**config.mk**
```make
export PLATFORM = sky130hd
export DESIGN_NAME = adcsq_top
export DESIGN_NICKNAME = d
export VERILOG_FILES = /design/src/adcsq_pkg.sv /design/src/adcsq_sar.sv /design/src/adcsq_top.sv
export SDC_FILE = /design/constraint.sdc
export NUM_CORES = 1
export LEC_CHECK = 0
export ABC_AREA = 1
export BUFFER_PORTS_ARGS = -buffer_cell sky130_fd_sc_hd__buf_2
export CAP_MARGIN = 5
export CORE_ASPECT_RATIO = 0.9
export CORE_MARGIN = 4
export CORE_UTILIZATION = 51
export DETAILED_ROUTE_END_ITERATION = 8
export PLACE_DENSITY = 0.76
export SLEW_MARGIN = 5
export SYNTH_ARGS = -nofsm -noshare
export SYNTH_HDL_FRONTEND = slang
export SYNTH_SLANG_ARGS = --single-unit
```
**constraint.sdc**
```tcl
create_clock -name clk_i -period 4.4 [get_ports clk_i]
set_clock_uncertainty 0.1 [all_clocks]
set_input_delay 0.66 -clock clk_i [delete_from_list [all_inputs] [get_ports clk_i]]
set_output_delay 0.66 -clock clk_i [all_outputs]
set_load 0.005 [all_outputs]
```
**src/adcsq_pkg.sv**
```systemverilog
// package: register map, fields, reset values and timing for the converter sequencer
package adcsq_pkg;
    // ==========================================================
    // register map (byte addresses on the bus)
    localparam logic [3:0] ADCSQ_CTRL_OFFS   = 4'h0; // converter_channel_control
    localparam logic [3:0] ADCSQ_CFG_OFFS    = 4'h4; // clock source, irq enable, divisor
    localparam logic [3:0] ADCSQ_RESULT_OFFS = 4'h8; // result high/low bytes
    localparam logic [3:0] ADCSQ_STAT_OFFS   = 4'hC; // done flag, start pending, busy, sleep power-down
    // ==========================================================
    // control register fields
    localparam int ADCSQ_EN_BIT    = 0;
    localparam int ADCSQ_GO_BIT    = 1;
    localparam int ADCSQ_CHS_LSB   = 2;
    localparam int ADCSQ_CHS_W     = 5;
    localparam logic [7:0] ADCSQ_CTRL_RST = 8'h00;
    localparam logic [7:0] ADCSQ_CTRL_MASK = 8'h7F; // bit 7 unimplemented
    // config register fields
    localparam int ADCSQ_CFG_RC_BIT    = 0; // 1: dedicated rc clock
    localparam int ADCSQ_CFG_IRQEN_BIT = 1; // conversion_irq_enable
    localparam int ADCSQ_CFG_DIV_LSB   = 4; // system clock divisor select
    localparam logic [7:0] ADCSQ_CFG_RST = 8'h00;
    // ==========================================================
    // channel codes
    localparam logic [4:0] ADCSQ_CH_LAST_EXT = 5'h0B;
    localparam logic [4:0] ADCSQ_CH_TEMP     = 5'h1D;
    localparam logic [4:0] ADCSQ_CH_DAC      = 5'h1E;
    localparam logic [4:0] ADCSQ_CH_FVR      = 5'h1F;
    // ==========================================================
    // timing: a conversion is 23 half periods of the bit clock (11.5 periods)
    localparam int ADCSQ_RES_BITS        = 10;
    localparam logic [4:0] ADCSQ_HALF_TICKS = 5'h17;
    localparam logic [1:0] ADCSQ_AXI_OKAY   = 2'h0;
    localparam logic [1:0] ADCSQ_AXI_SLVERR = 2'h2;
endpackage

```
**src/adcsq_sar.sv**
```systemverilog
// successive-approximation sequencer stepping on half-period ticks of the bit clock
`timescale 1ns/1ps
module adcsq_sar #(
    parameter int RES_BITS = 10
) (
    input  wire logic                clk_i,
    input  wire logic                sys_rst_i,
    input  wire logic                start_i,
    input  wire logic                abort_i,
    input  wire logic                tick_i,
    input  wire logic                cmp_i,
    output logic                     busy_o,
    output logic                     done_o,
    output logic [RES_BITS-1:0]      result_o
);
    // ==========================================================
    // checks
    // 23 half-period ticks leave room for ten decisions at most
    if (RES_BITS < 2 || RES_BITS > 10)
    begin : g_bad_res
        $error("adcsq_sar: RES_BITS out of range");
    end

    logic [4:0]          tick_cnt_reg;
    logic [RES_BITS-1:0] sar_reg;
    logic [4:0]          bits_done_reg;
    logic                last_bit_reg;

    // ==========================================================
    // tick counter, busy flag and one bit decided every second tick
    always_ff @(posedge clk_i or posedge sys_rst_i)
    begin
        if (sys_rst_i)
        begin
            busy_o        <= 1'b0;
            done_o        <= 1'b0;
            tick_cnt_reg  <= 5'h00;
            sar_reg       <= '0;
            bits_done_reg <= 5'h00;
            last_bit_reg  <= 1'b0;
            result_o      <= '0;
        end
        else
        begin
            done_o <= 1'b0;
            if (start_i && !busy_o)
            begin
                busy_o        <= 1'b1;
                tick_cnt_reg  <= 5'h00;
                bits_done_reg <= 5'h00;
                sar_reg       <= '0;
            end
            else if (busy_o && abort_i)
            begin
                // partial result: undecided bits copy the last decided one [RULE19]
                busy_o <= 1'b0;
                for (int i = 0; i < RES_BITS; i++)
                    result_o[i] <= (RES_BITS - 1 - i < int'(bits_done_reg))
                                   ? sar_reg[i] : last_bit_reg;
            end
            else if (busy_o && tick_i)
            begin
                tick_cnt_reg <= tick_cnt_reg + 5'h01;
                // bit n decided on odd ticks after the first full period
                if (tick_cnt_reg[0] && tick_cnt_reg > 5'h01
                    && int'(bits_done_reg) < RES_BITS)
                begin
                    sar_reg[RES_BITS-1-int'(bits_done_reg)] <= cmp_i;
                    last_bit_reg  <= cmp_i;
                    bits_done_reg <= bits_done_reg + 5'h01;
                end
                if (tick_cnt_reg == adcsq_pkg::ADCSQ_HALF_TICKS - 5'h01)
                begin
                    busy_o   <= 1'b0; // 11.5 bit periods elapsed [RULE20]
                    done_o   <= 1'b1;
                    result_o <= sar_reg;
                end
            end
        end
    end
endmodule

```
**src/adcsq_top.sv**
```systemverilog
// converter sequencing control with an axi4-lite register slave
// Function
// [RULE1] conversion continues in sleep only with the dedicated rc clock selected
// [RULE2] with rc clock, conversion start is delayed one extra instruction cycle
// [RULE3] sleep conversion with irq enabled wakes the processor at completion
// [RULE4] sleep conversion with irq disabled powers down after, enable stays set
// [RULE5] sleep with system-derived clock aborts conversion, powers down, enable set
// [RULE6] compare trigger sets go flag and clears the trigger timer
// [RULE7] software ensures trigger conversions meet timing; hardware does not
// [RULE8] channel codes 0 to 11 route external analog input n
// [RULE9] codes from 12 up to internal ones are reserved, no channel connected
// [RULE10] codes 29, 30, 31 select temperature, dac output, fixed reference
// [RULE11] writing go starts conversion; reads one while busy; cleared at end
// [RULE12] enable bit one powers converter; zero disables, no current
// [RULE13] control bit 7 unimplemented, reads zero, writes ignored
// [RULE14] software configures clock, reference, channel, then enables
// [RULE15] software waits acquisition time before setting go
// [RULE16] software polls go flag or waits for interrupt
// [RULE17] software clears the done irq flag; hardware never does
// [RULE18] completion clears go, sets irq flag, loads result bytes
// [RULE19] clearing go mid-conversion stores partial result, rest copy last bit
// [RULE20] full conversion takes 11.5 bit clock periods
// [RULE21] software sets go in a later write than the one enabling
// [RULE22] sleep conversion is sequenced wholly from the rc clock
//
// Decided for this implementation: the AXI4-Lite register port and the address map.
`timescale 1ns/1ps
module adcsq_top #(
    parameter int RC_HALF_DIV = 8,   // system cycles per rc half period
    parameter int INSN_CYCLES = 4    // system cycles per instruction cycle
) (
    input  wire logic        clk_i,
    input  wire logic        sys_rst_i,
    // axi4-lite slave
    input  wire logic [3:0]  s_axi_awaddr,
    input  wire logic        s_axi_awvalid,
    output logic             s_axi_awready,
    input  wire logic [31:0] s_axi_wdata,
    input  wire logic [3:0]  s_axi_wstrb,
    input  wire logic        s_axi_wvalid,
    output logic             s_axi_wready,
    output logic [1:0]       s_axi_bresp,
    output logic             s_axi_bvalid,
    input  wire logic        s_axi_bready,
    input  wire logic [3:0]  s_axi_araddr,
    input  wire logic        s_axi_arvalid,
    output logic             s_axi_arready,
    output logic [31:0]      s_axi_rdata,
    output logic [1:0]       s_axi_rresp,
    output logic             s_axi_rvalid,
    input  wire logic        s_axi_rready,
    // device side
    input  wire logic        sleep_i,
    input  wire logic        compare_trigger_unit_i,
    input  wire logic        comparator_i,
    output logic             trigger_timer_count_clr_o,
    output logic             converter_powered_o,
    output logic             wake_o,
    output logic             conversion_done_irq_flag_o,
    output logic [11:0]      analog_input_sel_o,
    output logic             temp_indicator_sel_o,
    output logic             dac_output_sel_o,
    output logic             fixed_reference_buffer_sel_o
);
    // ==========================================================
    // checks
    if (RC_HALF_DIV < 1 || RC_HALF_DIV > 65535 || INSN_CYCLES < 1 || INSN_CYCLES > 255)
    begin : g_bad_param
        $error("adcsq_top: divider parameters out of range");
    end

    // ==========================================================
    // registers
    logic [7:0]  converter_channel_control_reg;
    logic [7:0]  cfg_reg;
    logic [9:0]  result_reg;
    logic        irq_flag_reg;
    logic        asleep_off_reg;  // converter powered down by sleep
    logic        delay_pend_reg;
    logic [7:0]  delay_cnt_reg;
    logic [15:0] div_cnt_reg;
    logic        tick_reg;
    logic        start_reg;
    logic        aw_held_reg;
    logic        w_held_reg;
    logic [3:0]  aw_addr_reg;
    logic [31:0] w_data_reg;
    logic [3:0]  w_strb_reg;

    logic        busy;
    logic        done;
    logic [9:0]  sar_result;
    logic        rc_clk_sel;
    logic        wr_fire;
    logic        wr_ctrl;
    logic        sw_go;
    logic        sw_abort;
    logic        sleep_abort;
    logic [4:0]  chs;

    assign rc_clk_sel = cfg_reg[adcsq_pkg::ADCSQ_CFG_RC_BIT];
    assign chs = converter_channel_control_reg[adcsq_pkg::ADCSQ_CHS_LSB +: adcsq_pkg::ADCSQ_CHS_W];

    // ==========================================================
    // axi4-lite write: address and data taken in either order
    assign wr_fire = aw_held_reg && w_held_reg && !s_axi_bvalid;
    assign wr_ctrl = wr_fire && aw_addr_reg == adcsq_pkg::ADCSQ_CTRL_OFFS && w_strb_reg[0];
    assign sw_go   = wr_ctrl && w_data_reg[adcsq_pkg::ADCSQ_GO_BIT]
                     && converter_channel_control_reg[adcsq_pkg::ADCSQ_EN_BIT];
    assign sw_abort = wr_ctrl && !w_data_reg[adcsq_pkg::ADCSQ_GO_BIT] && (busy || delay_pend_reg);
    // sleep only kills a conversion clocked from the system clock [RULE5]
    assign sleep_abort = sleep_i && !rc_clk_sel && (busy || delay_pend_reg);

    always_ff @(posedge clk_i or posedge sys_rst_i)
    begin
        if (sys_rst_i)
        begin
            aw_held_reg   <= 1'b0;
            w_held_reg    <= 1'b0;
            aw_addr_reg   <= 4'h0;
            w_data_reg    <= 32'h0000_0000;
            w_strb_reg    <= 4'h0;
            s_axi_awready <= 1'b0;
            s_axi_wready  <= 1'b0;
            s_axi_bvalid  <= 1'b0;
            s_axi_bresp   <= adcsq_pkg::ADCSQ_AXI_OKAY;
        end
        else
        begin
            s_axi_awready <= !aw_held_reg && !s_axi_awready && s_axi_awvalid;
            s_axi_wready  <= !w_held_reg && !s_axi_wready && s_axi_wvalid;
            if (s_axi_awvalid && s_axi_awready)
            begin
                aw_held_reg <= 1'b1;
                aw_addr_reg <= s_axi_awaddr;
            end
            if (s_axi_wvalid && s_axi_wready)
            begin
                w_held_reg <= 1'b1;
                w_data_reg <= s_axi_wdata;
                w_strb_reg <= s_axi_wstrb;
            end
            if (wr_fire)
            begin
                aw_held_reg  <= 1'b0;
                w_held_reg   <= 1'b0;
                s_axi_bvalid <= 1'b1;
                // every aligned word is mapped; status bit 0 is write-one-clear
                s_axi_bresp  <= (aw_addr_reg[1:0] == 2'h0)
                                ? adcsq_pkg::ADCSQ_AXI_OKAY : adcsq_pkg::ADCSQ_AXI_SLVERR;
            end
            else if (s_axi_bvalid && s_axi_bready)
                s_axi_bvalid <= 1'b0;
        end
    end

    // ==========================================================
    // control register: software fields plus hardware go/done
    always_ff @(posedge clk_i or posedge sys_rst_i)
    begin
        if (sys_rst_i)
            converter_channel_control_reg <= adcsq_pkg::ADCSQ_CTRL_RST;
        else
        begin
            if (wr_ctrl)
                // bit 7 never stored [RULE13]; go only set once enabled [RULE21]
                converter_channel_control_reg <= (w_data_reg[7:0] & adcsq_pkg::ADCSQ_CTRL_MASK
                    & ~(8'h01 << adcsq_pkg::ADCSQ_GO_BIT))
                    | ({7'h00, sw_go} << adcsq_pkg::ADCSQ_GO_BIT);
            // hardware sets go from the compare trigger, set wins [RULE6]
            if (compare_trigger_unit_i && converter_channel_control_reg[adcsq_pkg::ADCSQ_EN_BIT])
                converter_channel_control_reg[adcsq_pkg::ADCSQ_GO_BIT] <= 1'b1;
            else if (done || sleep_abort)
                converter_channel_control_reg[adcsq_pkg::ADCSQ_GO_BIT] <= 1'b0; // [RULE11] [RULE18]
        end
    end

    // config register (clock source, irq enable)
    always_ff @(posedge clk_i or posedge sys_rst_i)
    begin
        if (sys_rst_i)
            cfg_reg <= adcsq_pkg::ADCSQ_CFG_RST;
        else if (wr_fire && aw_addr_reg == adcsq_pkg::ADCSQ_CFG_OFFS && w_strb_reg[0])
            cfg_reg <= w_data_reg[7:0];
    end

    // ==========================================================
    // start path: rc clock waits one extra instruction cycle
    always_ff @(posedge clk_i or posedge sys_rst_i)
    begin
        if (sys_rst_i)
        begin
            delay_pend_reg <= 1'b0;
            delay_cnt_reg  <= 8'h00;
            start_reg      <= 1'b0;
        end
        else
        begin
            start_reg <= 1'b0;
            if (sleep_abort || sw_abort)
                delay_pend_reg <= 1'b0;
            else if ((sw_go || (compare_trigger_unit_i
                      && converter_channel_control_reg[adcsq_pkg::ADCSQ_EN_BIT]))
                     && !busy && !delay_pend_reg)
            begin
                delay_pend_reg <= 1'b1;
                // rc source adds one instruction so sleep can run first [RULE2]
                delay_cnt_reg  <= rc_clk_sel ? 8'(INSN_CYCLES) : 8'h00;
            end
            else if (delay_pend_reg)
            begin
                if (delay_cnt_reg == 8'h00)
                begin
                    delay_pend_reg <= 1'b0;
                    start_reg      <= 1'b1;
                end
                else
                    delay_cnt_reg <= delay_cnt_reg - 8'h01;
            end
        end
    end

    // ==========================================================
    // bit clock ticks; rc ticks keep running in sleep [RULE1] [RULE22]
    always_ff @(posedge clk_i or posedge sys_rst_i)
    begin
        if (sys_rst_i)
        begin
            div_cnt_reg <= 16'h0000;
            tick_reg    <= 1'b0;
        end
        else
        begin
            tick_reg <= 1'b0;
            if (!rc_clk_sel && sleep_i)
                div_cnt_reg <= 16'h0000; // system clock halted in sleep
            else if (div_cnt_reg >= (rc_clk_sel ? 16'(RC_HALF_DIV - 1)
                                     : 16'(cfg_reg[7:adcsq_pkg::ADCSQ_CFG_DIV_LSB])))
            begin
                div_cnt_reg <= 16'h0000;
                tick_reg    <= 1'b1;
            end
            else
                div_cnt_reg <= div_cnt_reg + 16'h0001;
        end
    end

    adcsq_sar #(
        .RES_BITS (adcsq_pkg::ADCSQ_RES_BITS)
    ) u_sar (
        .clk_i     (clk_i),
        .sys_rst_i (sys_rst_i),
        .start_i   (start_reg),
        .abort_i   (sw_abort || sleep_abort),
        .tick_i    (tick_reg),
        .cmp_i     (comparator_i),
        .busy_o    (busy),
        .done_o    (done),
        .result_o  (sar_result)
    );

    // ==========================================================
    // result, irq flag, power and wake
    always_ff @(posedge clk_i or posedge sys_rst_i)
    begin
        if (sys_rst_i)
        begin
            result_reg                 <= 10'h000;
            irq_flag_reg               <= 1'b0;
            asleep_off_reg             <= 1'b0;
            wake_o                     <= 1'b0;
            converter_powered_o        <= 1'b0;
            conversion_done_irq_flag_o <= 1'b0;
            trigger_timer_count_clr_o  <= 1'b0;
        end
        else
        begin
            result_reg <= sar_result; // [RULE18] [RULE19]
            // completion sets flag; only a status write of one clears it [RULE17]
            if (done)
                irq_flag_reg <= 1'b1;
            else if (wr_fire && aw_addr_reg == adcsq_pkg::ADCSQ_STAT_OFFS && w_data_reg[0])
                irq_flag_reg <= 1'b0;
            // wake only on a sleeping completion with irq enabled [RULE3]
            wake_o <= done && sleep_i && cfg_reg[adcsq_pkg::ADCSQ_CFG_IRQEN_BIT];
            // power down in sleep, enable bit untouched [RULE4] [RULE5]
            if (!sleep_i)
                asleep_off_reg <= 1'b0;
            else if (sleep_abort || (!rc_clk_sel && !busy)
                     || (done && !cfg_reg[adcsq_pkg::ADCSQ_CFG_IRQEN_BIT]))
                asleep_off_reg <= 1'b1;
            converter_powered_o <= converter_channel_control_reg[adcsq_pkg::ADCSQ_EN_BIT]
                                   && !asleep_off_reg; // [RULE12]
            conversion_done_irq_flag_o <= done || irq_flag_reg;
            trigger_timer_count_clr_o <= compare_trigger_unit_i; // [RULE6]
        end
    end

    // ==========================================================
    // input mux decode, one-hot per channel
    genvar g;
    generate
        for (g = 0; g < 12; g++)
        begin : g_ain
            always_ff @(posedge clk_i or posedge sys_rst_i)
            begin
                if (sys_rst_i)
                    analog_input_sel_o[g] <= 1'b0;
                else
                    analog_input_sel_o[g] <= chs == 5'(g); // [RULE8] [RULE9]
            end
        end
    endgenerate

    always_ff @(posedge clk_i or posedge sys_rst_i)
    begin
        if (sys_rst_i)
        begin
            temp_indicator_sel_o         <= 1'b0;
            dac_output_sel_o             <= 1'b0;
            fixed_reference_buffer_sel_o <= 1'b0;
        end
        else
        begin
            temp_indicator_sel_o         <= chs == adcsq_pkg::ADCSQ_CH_TEMP; // [RULE10]
            dac_output_sel_o             <= chs == adcsq_pkg::ADCSQ_CH_DAC;
            fixed_reference_buffer_sel_o <= chs == adcsq_pkg::ADCSQ_CH_FVR;
        end
    end

    // ==========================================================
    // axi4-lite read, one cycle after address accepted
    always_ff @(posedge clk_i or posedge sys_rst_i)
    begin
        if (sys_rst_i)
        begin
            s_axi_arready <= 1'b0;
            s_axi_rvalid  <= 1'b0;
            s_axi_rdata   <= 32'h0000_0000;
            s_axi_rresp   <= adcsq_pkg::ADCSQ_AXI_OKAY;
        end
        else
        begin
            s_axi_arready <= !s_axi_arready && !s_axi_rvalid && s_axi_arvalid;
            if (s_axi_arvalid && s_axi_arready)
            begin
                s_axi_rvalid <= 1'b1;
                s_axi_rresp  <= adcsq_pkg::ADCSQ_AXI_OKAY;
                unique case (s_axi_araddr)
                    adcsq_pkg::ADCSQ_CTRL_OFFS:
                        s_axi_rdata <= {24'h000000, converter_channel_control_reg};
                    adcsq_pkg::ADCSQ_CFG_OFFS:
                        s_axi_rdata <= {24'h000000, cfg_reg};
                    adcsq_pkg::ADCSQ_RESULT_OFFS:
                        s_axi_rdata <= {22'h000000, result_reg};
                    adcsq_pkg::ADCSQ_STAT_OFFS:
                        s_axi_rdata <= {28'h0000000, asleep_off_reg, busy,
                                        delay_pend_reg, irq_flag_reg};
                    default:
                    begin
                        s_axi_rdata <= 32'h0000_0000;
                        s_axi_rresp <= adcsq_pkg::ADCSQ_AXI_SLVERR;
                    end
                endcase
            end
            else if (s_axi_rvalid && s_axi_rready)
                s_axi_rvalid <= 1'b0;
        end
    end
endmodule

```
==> results.py <==
metrics = {
    "synthesis": {
        "synth_compound_gate_area_share_pct": 5.04,
        "synthAdderAreaFrac_pct": 3.42,
        "synth.area.top_cells": "dfrtp_1, nand2_1, nand3_1",
        "yosys_warnings": 0,
        "synth_area_leader_cell": "dfrtp_1",
        "synth-xor-area-share_pct": 1.73,
        "synth_top_area_share_pct": 52.4,
        "synth_top_family_by_area": "simple AND/OR/NAND/NOR gates",
        "ys_types": 36,
        "ys_seq_area_share_pct": 52.4,
        "syn-cell-area_um2": 6590,
        "synthCells": 788,
        "ys_ff_latch": 138,
        "muxShareOfSynthArea_pct": 0.171,
        "synth-simple-area-share_pct": 29.0,
        "syn_avg_cell_area_um2": 8.36,
    },
    "floorplan": {
        "row_count": 39,
        "core_um2": 12700,
        "die_area_um2": 14800,
        "die_h_um": 116,
        "initial_utilization_pct": 51.9,
        "die_w_um": 128,
        "num_io_pins": 114,
    },
    "clock_tree": {
        "cts.sinks": 138,
        "path_clk_slew_ns": 0.07,
        "holdBufCountCts": 0,
        "cts_buffers": 17,
        "cts_tree": "done",
        "insertion_delay_ns": 0.42,
        "root_buffer": "clkbuf_16",
        "clockBufferDepth": 2,
        "post_cts_buffers": 0,
        "cts_resized": 0,
        "htreeDepth": 4,
    },
    "finish": {
        "final_common_cell": "nand2_1",
        "fin_nets": 938,
        "fin_area_um2": 7590,
        "diodes": 0,
        "final.fill_count": 1107,
        "largest_reg_flops": 16,
        "instances_no_fill": 1043,
        "drive_above_1_share_pct": 15.2,
        "area_delta_synth_final_pct": 15.2,
        "most-common-layout-cells": "nand2_1, dfrtp_1, buf_2",
    },
    "min_path": {
        "hp-class": "input pin to async pin",
    },
    "global_route": {
        "grt_pass1_wl_um": 22700,
        "first_global_vias": 4867,
        "grt-ovfl-total": 0,
        "grt_start_max_net_pins": 64,
        "antenna_found_initial": 0,
        "grt_use_total_pct": 19.3,
    },
    "setup_path": {
        "cp-start-kind": "flop",
        "crit_buf_inv": 1,
        "crit_family": "simple AND/OR/NAND/NOR gates",
        "critPathMaxFanout": 24,
        "setup.worst_path.end_class": "flop",
        "critical_path_class": "flop to flop",
        "cp.required_ns": 4.60,
        "cpMaxStageDelayCell": "dfrtp_1",
        "critPathMaxStageDelay_ns": 0.82,
        "arrival_ns": 2.59,
        "crit_chain": "nor2_2, nor2_1, nand3_2, nand2_4, nand2_4, nand2_2, inv_2, nand2_1, nand2_1",
    },
    "run_status": {
        "status": "complete, no violations",
    },
    "route": {
        "post_drt_via_cell_ratio": 4.98,
        "postRouteAntennaNets": 0,
        "routed_wl_um": 13600,
        "drt_first_pass_iters": 7,
        "via_count": 5190,
        "wire_per_inst_um": 13.0,
        "drcViolationCount": 0,
        "drt_first_iter_violations": 490,
    },
    "power": {
        "power_mw": 4.37,
        "powerDensity_nw_per_um2": 576,
        "peakVddDrop_mv": 0.427,
        "p_leak_nw": 4.04,
    },
    "placement": {
        "place_area_um2": 6990,
        "dpl.hpwl_um": 9320,
        "dp_worst_setup_slack_ns": 2.02,
        "place_congestion": 0.904,
        "port_buffers": 62,
        "dp.cells": 1011,
    },
    "sta": {
        "setup_violations": 0,
        "final-max-slew-violation-count": 0,
        "setup_slack_ns": 2.02,
        "hold_viol": 0,
        "period_needed_ns": 2.38,
        "fmax_mhz": 419,
        "slew_headroom_pct": 47.8,
        "setup-tns-final_ns": 0,
        "worst_slew_pin_slew_ns": 0.782,
        "period_share_pct": 54.2,
        "rsz0062_at_grt": "false",
    },
    "flow_run": {
        "maxCapViolations": 0,
    },
}
## layer usage
| layer | wire [um] | vias up | global-route usage (%) |
|---|---|---|---|
| li1 | - | 2592 | - |
| met1 | 6200 | 2437 | 26.3 |
| met2 | 6330 | 145 | 30.2 |
| met3 | 866 | 16 | 5.85 |
| met4 | 166 | 0 | 5.73 |
| met5 | 0 | - | 0 |
## Yosys cell counts, drive strengths merged
cell    count
nor3       12
a21oi       6
nand4      12
dfrtp     138
a31oi       1
nor4        1
and3        1
or2         6
nand2     284
clkinv      2
inv        66
conb        1
and2        1
buf        34
xor2       12
clkbuf      6
a22o        1
nand3      61
nor2       66
ha         18
nor3b       2
xnor2       1
o21ai      55
mux2        1
## kinds of logic (layout without fill, tap and decap cells)
| logic type | Yosys count | in the layout |
|---|---|---|
| buffers and inverters | 108 | 165 |
| and+or+nand+nor | 446 | 446 |
| AOI/OAI and AO/OA | 63 | 63 |
| other | 1 | 35 |
| DFF | 138 | 138 |
| muxes | 1 | 1 |
| xor gates and xnor gates | 13 | 13 |
| adders and majority gates | 18 | 18 |
## cell type report
cell class	count	area [um^2]	area share, %
sequential	138	3450	45.5
multi-input combinational	576	2720	35.9
clock buffer	19	443	5.84
timing repair buffer	65	345	4.55
inverter	68	259	3.41
tap	164	205	2.70
clock inverter	13	158	2.08
## power breakdown
part           internal, mW  switching [mW]  leakage, nW
logic                 0.390           0.777         1.94
registers              1.52           0.242         1.82
clock network         0.865           0.576        0.285
total                  2.77            1.60         4.04
## stage by stage
| step | hold WS [ns] | utilization, % |
|---|---|---|
| 2_1_floorplan | 0.254 | - |
| 3_5_place_dp | 0.262 | 55.1 |
| 5_1_grt | 0.275 | 59.8 |
| 4_1_cts | 0.276 | 59.8 |
| 6_report | 0.266 | 59.8 |
| 3_3_place_gp | 0.264 | 55.1 |
## final timing paths
path                                                to               from  slack, ns  cells after the start
worst max-delay path                 u_sar.result_o[3]       u_sar.busy_o       2.02                      9
worst max register to register       u_sar.result_o[3]       u_sar.busy_o       2.02                      9
min in group clk_i                       result_reg[3]  u_sar.result_o[3]       0.27                      0
worst min register to register           result_reg[3]  u_sar.result_o[3]       0.27                      0
worst min-delay path                        cfg_reg[3]          sys_rst_i       0.27                      2
max in group asynchronous       u_sar.bits_done_reg[4]          sys_rst_i       2.97                      3
No activity file was read; power rests on OpenSTA's default activity.
